`src/logic/tes_cfg.svh`:
```
// Register map, field positions and reset values of the timer event status block
`ifndef TES_CFG_SVH
`define TES_CFG_SVH

// ****************************************************************
// Register offsets (byte addresses)
// ****************************************************************
`define TES_OFF_STATUS   8'h00
`define TES_OFF_COUNT    8'h04
`define TES_OFF_CMP0     8'h08
`define TES_OFF_CMP1     8'h0C
`define TES_OFF_OFFSET   8'h10
`define TES_OFF_CTRL     8'h14
`define TES_OFF_IRQ_STAT 8'h18
`define TES_OFF_IRQ_CLR  8'h1C
`define TES_OFF_IRQ_EN   8'h20

// ****************************************************************
// Field positions
// ****************************************************************
`define TES_BIT_CMP1      2
`define TES_BIT_CMP0      1
`define TES_BIT_OVF       0
`define TES_IRQ_CMP1      15
`define TES_IRQ_CMP0      14
`define TES_IRQ_OVF       13
`define TES_CTRL_CLR_CMP0 0

// ****************************************************************
// Reset values and constants
// ****************************************************************
`define TES_RST_WORD     16'h0000
`define TES_CNT_MAX      16'hFFFF
`define TES_STATUS_MASK  16'h0007
`define TES_IRQ_MASK     16'hE000

`endif

```
`src/logic/tes_pkg.sv`:
```
// Shared types of the timer event status block
package tes_pkg;

  typedef logic [15:0] tes_word_t;

  // How the timestamp counter moves on a given cycle
  typedef enum logic [1:0] {
    TES_HOLD   = 2'b00,
    TES_INC    = 2'b01,
    TES_RELOAD = 2'b10
  } tes_load_e;

endpackage : tes_pkg

```
`src/logic/tes_timer_status.sv`:
```
// Timestamp counter with compare, overflow, event status and interrupt request logic
`timescale 1ns/100ps
`include "tes_cfg.svh"
module tes_timer_status #(
  parameter int ADDR_W = 8                      // Register address width
) (
  input  wire logic              clk,           // Module clock, 200 MHz
  input  wire logic              reset_n,       // Asynchronous reset, active low
  input  wire logic              tick,          // Counter advance enable from prescaler
  input  wire logic              id_match_clr,  // Identifier compare match clear pulse
  input  wire logic [ADDR_W-1:0] addr,          // Register byte address
  input  wire tes_pkg::tes_word_t wr_data,      // Write data
  input  wire logic              wr_en,         // Write strobe
  input  wire logic              rd_en,         // Read strobe
  output tes_pkg::tes_word_t     rd_data,       // Read data, valid one cycle after rd_en
  output logic                   irq            // Level interrupt request
);

  // ****************************************************************
  // Elaboration checks
  // ****************************************************************
  if (ADDR_W < 6) begin : g_addr_chk
    $error("ADDR_W too small for the register map");
  end

  // ****************************************************************
  // Decode helper
  // ****************************************************************
  function automatic logic hit(input logic [ADDR_W-1:0] a, input logic [7:0] off);
    hit = (a == ADDR_W'(off));
  endfunction : hit

  // ****************************************************************
  // State
  // ****************************************************************
  tes_pkg::tes_word_t count;
  tes_pkg::tes_word_t compare0;
  tes_pkg::tes_word_t compare1;
  tes_pkg::tes_word_t start_offset;
  tes_pkg::tes_word_t irq_enable;
  logic               clr_on_cmp0;
  logic               compare1_match_flag;
  logic               compare0_match_flag;
  logic               timer_overflow_flag;
  logic               compare1_irq_flag;
  logic               compare0_irq_flag;
  logic               overflow_irq_flag;
  tes_pkg::tes_word_t timer_event_status;
  tes_pkg::tes_word_t interrupt_request_flags;
  tes_pkg::tes_load_e next_move;
  tes_pkg::tes_word_t next_rd_data;

  logic match0;
  logic match1;
  logic overflow;
  logic wr_cmp0;
  logic wr_cmp1;
  logic wr_offset;
  logic wr_ctrl;
  logic wr_irq_en;
  logic clr_cmp1;
  logic clr_cmp0;
  logic clr_ovf;

  assign wr_cmp0   = wr_en && hit(addr, `TES_OFF_CMP0);
  assign wr_cmp1   = wr_en && hit(addr, `TES_OFF_CMP1);
  assign wr_offset = wr_en && hit(addr, `TES_OFF_OFFSET);
  assign wr_ctrl   = wr_en && hit(addr, `TES_OFF_CTRL);
  assign wr_irq_en = wr_en && hit(addr, `TES_OFF_IRQ_EN);

  // Write-one-to-clear strokes on the request flags
  assign clr_cmp1 = wr_en && hit(addr, `TES_OFF_IRQ_CLR) && wr_data[`TES_IRQ_CMP1];
  assign clr_cmp0 = wr_en && hit(addr, `TES_OFF_IRQ_CLR) && wr_data[`TES_IRQ_CMP0];
  assign clr_ovf  = wr_en && hit(addr, `TES_OFF_IRQ_CLR) && wr_data[`TES_IRQ_OVF];

  // Rollover from all ones happens only on an advancing tick
  assign overflow = tick && (count == `TES_CNT_MAX);

  // ****************************************************************
  // Compare units
  // ****************************************************************
  tes_match u_match0 (
    .clk     (clk),
    .reset_n (reset_n),
    .count   (count),
    .compare (compare0),
    .match   (match0)
  );

  tes_match u_match1 (
    .clk     (clk),
    .reset_n (reset_n),
    .count   (count),
    .compare (compare1),
    .match   (match1)
  );

  // ****************************************************************
  // Software registers
  // ****************************************************************
  always_ff @(posedge clk or negedge reset_n) begin
    if (!reset_n) begin
      compare0 <= `TES_RST_WORD;
      compare1 <= `TES_RST_WORD;
    end else begin
      if (wr_cmp0) begin
        compare0 <= wr_data;
      end
      if (wr_cmp1) begin
        compare1 <= wr_data;
      end
    end
  end

  always_ff @(posedge clk or negedge reset_n) begin
    if (!reset_n) begin
      start_offset <= `TES_RST_WORD;
      clr_on_cmp0  <= 1'b0;
      irq_enable   <= `TES_RST_WORD;
    end else begin
      if (wr_offset) begin
        start_offset <= wr_data;
      end
      if (wr_ctrl) begin
        clr_on_cmp0 <= wr_data[`TES_CTRL_CLR_CMP0];
      end
      if (wr_irq_en) begin
        irq_enable <= wr_data & `TES_IRQ_MASK;
      end
    end
  end

  // ****************************************************************
  // Timestamp counter
  // ****************************************************************
  // Every clearing event restarts from the offset, not from zero
  always_comb begin
    if (overflow || id_match_clr || (match0 && clr_on_cmp0)) begin
      next_move = tes_pkg::TES_RELOAD;
    end else if (tick) begin
      next_move = tes_pkg::TES_INC;
    end else begin
      next_move = tes_pkg::TES_HOLD;
    end
  end

  always_ff @(posedge clk or negedge reset_n) begin
    if (!reset_n) begin
      count <= `TES_RST_WORD;
    end else begin
      case (next_move)
        tes_pkg::TES_RELOAD: begin
          count <= start_offset;
        end
        tes_pkg::TES_INC: begin
          count <= count + 16'h0001;
        end
        default: begin
          count <= count;
        end
      endcase
    end
  end

  // ****************************************************************
  // Event status flags
  // ****************************************************************
  // A new event in the clearing cycle wins, so no event is lost
  always_ff @(posedge clk or negedge reset_n) begin
    if (!reset_n) begin
      compare1_match_flag <= 1'b0;
    end else if (match1) begin
      compare1_match_flag <= 1'b1;
    end else if (clr_cmp1) begin
      compare1_match_flag <= 1'b0;
    end
  end

  always_ff @(posedge clk or negedge reset_n) begin
    if (!reset_n) begin
      compare0_match_flag <= 1'b0;
    end else if (match0) begin
      compare0_match_flag <= 1'b1;
    end else if (clr_cmp0) begin
      compare0_match_flag <= 1'b0;
    end
  end

  always_ff @(posedge clk or negedge reset_n) begin
    if (!reset_n) begin
      timer_overflow_flag <= 1'b0;
    end else if (overflow) begin
      timer_overflow_flag <= 1'b1;
    end else if (clr_ovf) begin
      timer_overflow_flag <= 1'b0;
    end
  end

  // ****************************************************************
  // Interrupt request flags
  // ****************************************************************
  // Request flags always set; only the output is gated by the enables
  always_ff @(posedge clk or negedge reset_n) begin
    if (!reset_n) begin
      compare1_irq_flag <= 1'b0;
      compare0_irq_flag <= 1'b0;
      overflow_irq_flag <= 1'b0;
    end else begin
      compare1_irq_flag <= match1 || (compare1_irq_flag && !clr_cmp1);
      compare0_irq_flag <= match0 || (compare0_irq_flag && !clr_cmp0);
      overflow_irq_flag <= overflow || (overflow_irq_flag && !clr_ovf);
    end
  end

  always_comb begin
    timer_event_status = `TES_RST_WORD;
    timer_event_status[`TES_BIT_CMP1] = compare1_match_flag;
    timer_event_status[`TES_BIT_CMP0] = compare0_match_flag;
    timer_event_status[`TES_BIT_OVF]  = timer_overflow_flag;
    interrupt_request_flags = `TES_RST_WORD;
    interrupt_request_flags[`TES_IRQ_CMP1] = compare1_irq_flag;
    interrupt_request_flags[`TES_IRQ_CMP0] = compare0_irq_flag;
    interrupt_request_flags[`TES_IRQ_OVF]  = overflow_irq_flag;
  end

  // One cycle late against the flags, which keeps the output a plain flop
  always_ff @(posedge clk or negedge reset_n) begin
    if (!reset_n) begin
      irq <= 1'b0;
    end else begin
      irq <= |(interrupt_request_flags & irq_enable);
    end
  end

  // ****************************************************************
  // Read port
  // ****************************************************************
  // Status has no write decode of its own, so a write there is simply dropped
  always_comb begin
    next_rd_data = `TES_RST_WORD;
    if (rd_en) begin
      if (hit(addr, `TES_OFF_STATUS)) begin
        next_rd_data = timer_event_status & `TES_STATUS_MASK;
      end else if (hit(addr, `TES_OFF_COUNT)) begin
        next_rd_data = count;
      end else if (hit(addr, `TES_OFF_CMP0)) begin
        next_rd_data = compare0;
      end else if (hit(addr, `TES_OFF_CMP1)) begin
        next_rd_data = compare1;
      end else if (hit(addr, `TES_OFF_OFFSET)) begin
        next_rd_data = start_offset;
      end else if (hit(addr, `TES_OFF_CTRL)) begin
        next_rd_data[`TES_CTRL_CLR_CMP0] = clr_on_cmp0;
      end else if (hit(addr, `TES_OFF_IRQ_STAT)) begin
        next_rd_data = interrupt_request_flags;
      end else if (hit(addr, `TES_OFF_IRQ_EN)) begin
        next_rd_data = irq_enable;
      end
    end
  end

  always_ff @(posedge clk or negedge reset_n) begin
    if (!reset_n) begin
      rd_data <= `TES_RST_WORD;
    end else begin
      rd_data <= next_rd_data;
    end
  end
endmodule : tes_timer_status

```
`src/logic/tes_match.sv`:
```
// Compare unit: one-cycle pulse when the counter becomes equal to a nonzero compare value
`timescale 1ns/100ps
`include "tes_cfg.svh"
module tes_match (
  input  wire logic              clk,       // Module clock
  input  wire logic              reset_n,   // Asynchronous reset, active low
  input  wire tes_pkg::tes_word_t count,    // Current counter value
  input  wire tes_pkg::tes_word_t compare,  // Compare value
  output logic                   match      // Pulse on the cycle equality begins, for a nonzero compare value only
);

  logic equal;
  logic equal_prev;

  assign equal = (count == compare);

  always_ff @(posedge clk or negedge reset_n) begin
    if (!reset_n) begin
      equal_prev <= 1'b0;
    end else begin
      equal_prev <= equal;
    end
  end

  // A zero compare value is disabled so a pass through zero never matches
  assign match = equal && !equal_prev && (compare != `TES_RST_WORD);

endmodule : tes_match

```
`config.mk`:
```
export PLATFORM = sky130hd
export DESIGN_NAME = tes_timer_status
export DESIGN_NICKNAME = d
export VERILOG_FILES = /design/src/logic/tes_pkg.sv /design/src/logic/tes_timer_status.sv /design/src/logic/tes_match.sv
export VERILOG_INCLUDE_DIRS = /design/src /design/src/logic
export SDC_FILE = /design/constraint.sdc
export NUM_CORES = 1
export LEC_CHECK = 0
export ABC_AREA = 1
export BUFFER_PORTS_ARGS = -buffer_cell sky130_fd_sc_hd__buf_2
export CORE_AREA = 2 2 105 107
export CTS_CLUSTER_DIAMETER = 50
export DETAILED_ROUTE_END_ITERATION = 12
export DIE_AREA = 0 0 107 109
export PLACE_DENSITY = 0.67
export SLEW_MARGIN = 25
export SYNTH_ARGS = -nofsm -noshare
export SYNTH_HDL_FRONTEND = slang
export SYNTH_SLANG_ARGS = --single-unit
```
`constraint.sdc`:
```
create_clock -name clk -period 2.28 [get_ports clk]
set_input_delay 0.228 -clock clk [delete_from_list [all_inputs] [get_ports clk]]
set_output_delay 0.228 -clock clk [all_outputs]
set_load 0.02 [all_outputs]
```
# == Yosys cells after proc, flatten, opt, wreduce, memory -nomap -nowiden ==
# Cells that the tools add are included.
# word_totals
input_bits,30
out_inout_bits,17
regBits,93
word_cells,86
# classes
n_mux,19
reduce_logical,36
n_eq_ne,13
n_bitwise,1
n_addsub,1
# op_table
cell,n
2-to-1 mux 16 bit,8
equality test 16 bit,2
"equality test 8 x 5 -> 1 bit, second input constant",4
case mux 16 bit (2 select lines),1
nonzero test 16 bit,2
logical AND 1 bit,18
"adder 16 x 1 -> 16 bit, second input constant",1
bitwise AND 16 bit,1
"equality test 16 bit, second input constant",1
"equality test 8 x 4 -> 1 bit, second input constant",2
OR reduction 16 bit,1
2-to-1 mux 15 bit,1
"equality test 8 x 3 -> 1 bit, second input constant",1
"equality test 8 x 6 -> 1 bit, second input constant",1
zero test 8 bit,1
2-to-1 mux 1 bit,8
nonzero test 2 bit,4
zero test 1 bit,5
logical OR 1 bit,5
"equality test 2 x 1 -> 1 bit, second input constant",1
"equality test 2 bit, second input constant",1
2-to-1 mux 2 bit,1

# == Logic depth before layout (Yosys ltp) ==
# depth
depth_word,10
depth_mapped,13
depth_no_buf,11

# == Modules after synthesis ==
# Synthesis repeated with hierarchy kept, for this count alone.
# unflattened
hier_cells,796
hier_area_um2,5436.5
# by_module_without_submodules
module,cells_each,n_inst,area_per_inst_um2,seq_area_each_um2
tes_timer_status,582,1,4560.6,2277.2
tes_match,107,2,437.9,25.0

# == Worst setup path before layout ==
# No wires, ideal clock.
# synth_path
kind,register to register
start,register count[0]
end,register count[2]
stages_incl_launch_ff,11
setup_ps,125
path_buffers,2
synth_period_minus_slack_ps,1688
arrival_ps,1563
setup_slack_ps,592
t_required_ps,2155
cell_sequence,dfrtp_1 ha_1 nand3_2 nor3_4 nand2_1 nor2_2 a21oi_2 buf_6 buf_6 nand4_1 nand3_1
# synth_via
elab_chain_len,8
word_cells_on_any_way,14
classes_between,1 x add/sub; 4 x eq/ne; 2 x mux; 7 x reduce/logical
# synth_lines
item,line_no,source
from (decl),tes_timer_status.sv:36,tes_pkg::tes_word_t count;
from (signal assigned),tes_timer_status.sv:149,count <= `TES_RST_WORD;
from (signal assigned),tes_timer_status.sv:153,count <= start_offset;
from (signal assigned),tes_timer_status.sv:156,count <= count + 16'h0001;
equality test 16 bit,tes_match.sv:15,assign equal = (count == compare);
logical AND 1 bit (2 in a row),tes_match.sv:26,assign match = equal && !equal_prev && (compare != `TES_RST_WORD);
logical AND 1 bit,tes_timer_status.sv:138,if (overflow || id_match_clr || (match0 && clr_on_cmp0)) begin
logical OR 1 bit,tes_timer_status.sv:138,
2-to-1 mux 2 bit,tes_timer_status.sv:138,
equality test 2 x 1 -> 1 bit / equality test 2 bit (equally long branches),tes_timer_status.sv:151,case (next_move)
case mux 16 bit (2 select lines) / nonzero test 2 bit (equally long branches),n/a,
# Parallel ways exist; a longest one is shown, timed or not.
# A chain may end at the register's enable or synchronous reset.

# == Final worst setup path ==
# layout_path
start,register count[0]
end,register count[3]
# Same word-level chain as after synthesis.

==> impl_metrics.csv <==
group,metric,value,unit
outcome,outcome,"complete, no violations",
logic_synthesis,ys.warnings.count,0,
critical_path,cp_cell_sequence,"ha_1 -> nand3_2 -> nor3_4 -> nand2_1 -> nor2_2 -> a21oi_2 -> buf_4 -> o211ai_1 -> nand2_1 -> nand2_1",
cts,cts_tree,"built",
critical_path,worst-path-max-fanout,24,
cts,clock_sinks,93,
floorplanning,core_area,10600,µm²
floorplanning,dieArea,11700,µm²
hold_path,hold_class,"primary input to register",
cts,insertion_delay,380,ps
critical_path,path_delay_family,"flip-flops",
layout,n_antenna_cell,0,
global_route,grt_pass1_wl,22200,µm
logic_synthesis,syn_inst,664,
logic_synthesis,synth.top_cell.area_share,45.6,%
logic_synthesis,synth_edf_count,0,
floorplanning,die_x,107,µm
placement,dpl.hpwl,9510,µm
placement,port_buffers,46,
critical_path,cpMostUsedCell,"nand2_1",
timing,rsz0062_at_grt,"no",
floorplanning,start_util,48.2,%
placement,gp_congestion,0.914,
global_route,overflow,0,
cts,h-tree-depth,3,
drt,drtIter0Drc,310,
drt,routedWlPerCell,15.9,µm
critical_path,crit_arrival,2310,ps
global_route,grt.total_usage,24.7,%
timing,period_needed,2040,ps
floorplanning,io_pins,47,
drt,drc,0,
timing,finClkSkew,10.2,ps
drt,first_pass_iters,5,
global_route,grt_pass1_vias,4478,
layout,fin_cells,846,
timing,max_freq,491,MHz
global_route,antenna_found_initial,0,
critical_path,end_kind,"register",
timing,finalCritPeriodShare,89.3,%
logic_synthesis,synth_area_leaders,"dfrtp_1, nand2_1, o21ai_0",
logic_synthesis,avgSynthCellArea,7.69,µm²
critical_path,cp.required,2550,ps
cts,cts.path.max_buffers,2,
power_and_ir_drop,p_leak,2.79,nW
logic_synthesis,synth_fa_ha_area_share,0.245,%
logic_synthesis,synth_fp_nets,695,
timing,fin_tns_setup,0,ps
logic_synthesis,synth_cell_types,36,
logic_synthesis,synthMuxAreaShare,0,%
logic_synthesis,synth_compound_area_share,12.7,%
critical_path,path_class,"register to register",
floorplanning,die_y,109,µm
drt,ant_nets,0,
logic_synthesis,ys_ff_latch,93,
layout,final_cell_mix,"nand2_1, dfrtp_1, o21ai_0",
logic_synthesis,yosys.area_share.simple,25.7,%
critical_path,cpPeakStageDelay,460,ps
layout,syn_to_final_growth,11.3,%
logic_synthesis,netlist_area,5110,µm²
global_route,grt_max_degree,94,
power_and_ir_drop,powerDensity,643,nW/µm²
placement,place_inst,829,
critical_path,critPathLaunchType,"register",
logic_synthesis,synth_ff_type,"dfrtp_1",
cts,cts_root_buf,"clkbuf_8",
drt,vias,4581,
timing,maxSlewHeadroom,30.7,%
logic_synthesis,synthArstFlopShare,100,%
timing,setup_violations,0,
critical_path,cp_slowest_cell,"dfrtp_1",
cts,clk_pin_slew,90,ps
layout,drive_gt1_share,12.9,%
logic_synthesis,yosysSeqAreaShare,45.6,%
cts,cts_buffers,9,
timing,slew_viol_final,0,
timing,worst_slew_pin_slew,1040,ps
logic_synthesis,synth_top_family_by_area,"simple AND/OR/NAND/NOR gates",
drt,vias_per_cell,5.41,
job,cap_violations,0,
cts,cts_resized,0,
timing,timing.hold.ws,64.0,ps
drt,wl,13400,µm
critical_path,critPathBufInv,1,
timing,hold_viol_final,0,
power_and_ir_drop,peakVddDrop,0.000287,V
logic_synthesis,synth-xor-area-share,5.83,%
layout,final_common_cell,"nand2_1",
layout,fin_nets,732,
logic_synthesis,synth_top_area_cell,"dfrtp_1",
placement,place_area,5440,µm²
layout,final_cell_area,5690,µm²
floorplanning,std_cell_rows,38,
-- Yosys cell counts (2+ instances only) --
cell type and n:
xor2_1 18, xnor2_1 16, dfrtp_1 93, a21oi_1 30, buf_2 10, buf_4 7
nor2_1 52, nor3_2 3, o21ai_1 4, clkbuf_1 12, nor4_1 7, nor3_1 5
o21ai_0 83, inv_2 4, nand3_1 22, inv_1 76, clkbuf_2 2, o2111ai_1 2
nor2_2 2, nand2_1 163, nand4_1 35, buf_6 4
-- sequential cells by signal (all words and copies together), names as in the netlist --
register	count
clr_on_cmp0	1
compare0	16
compare0_irq_flag	1
compare0_match_flag	1
compare1	16
compare1_irq_flag	1
compare1_match_flag	1
count	16
irq	1
irq_enable	3
overflow_irq_flag	1
rd_data	16
start_offset	16
timer_overflow_flag	1
u_match0.equal_prev	1
u_match1.equal_prev	1
-- layer usage --
layer | routed length [µm] | global-route usage (%) | vias to the layer above
met5 | 0 | 0 | -
met4 | 352 | 11.5 | 0
met3 | 779 | 3.05 | 23
met2 | 6340 | 40.2 | 167
met1 | 5950 | 33.2 | 2167
li1 | - | - | 2224
-- what timing repair did --
action	in CTS	in global routing
hold buffers	1	0
endpoints found under the hold margin	93	0
endpoints found under the setup margin	0	0
setup buffers	0	0
-- power by group --
group          total, mW  internal [mW]  switching [mW]
Clock               1.34          0.758           0.584
Sequential          1.86           1.73           0.123
Combinational      0.459          0.178           0.281
Total               3.66           2.67           0.988
-- worst min-delay path: stages --
cell	delay, ps
buf_2	90
nand2_1	40
o21ai_0	50
-- stage by stage --
stage	util, %	total power [mW]	setup slack, ps
global route	53.6	3.82	73.9
CTS	53.6	3.68	254
detailed placement	51.3	2.34	291
finish	53.6	3.66	245
floorplan	-	2.19	592
global placement	51.3	2.33	362
-- cells by family (layout without fill, tap and decap cells) --
logic type                 count (synthesis)  after routing
buffers and inverters                    116            158
and+or+nand+nor                          295            295
DFF                                       93             93
xor gates and xnor gates                  34             34
AOI/OAI and AO/OA                        125            125
adders and majority gates                  1              1
-- final cells by class --
class / instances / area, µm²
flip-flops and latches: 93 / 2330
multi-input cells: 455 / 2280
well taps: 140 / 175
clock buffers: 12 / 145
fillers: 1009 / 4920
repair buffers: 62 / 368
clock inverters: 4 / 95.1
inverters: 80 / 300
-- path summary, 6_finish.rpt --
check                                         start                  end  slack, ps  cells after the start
worst max-delay path                       count[0]             count[3]        240                     10
worst max register to register             count[0]             count[3]        240                     10
max in group asynchronous                   reset_n         compare0[13]       1450                      3
worst min register to register  compare1_match_flag  compare1_match_flag        510                      2
worst min-delay path                     wr_data[6]      start_offset[6]         60                      3
min in group asynchronous                   reset_n          compare1[4]        430                      3
No activity file was read; power rests on OpenSTA's default activity.
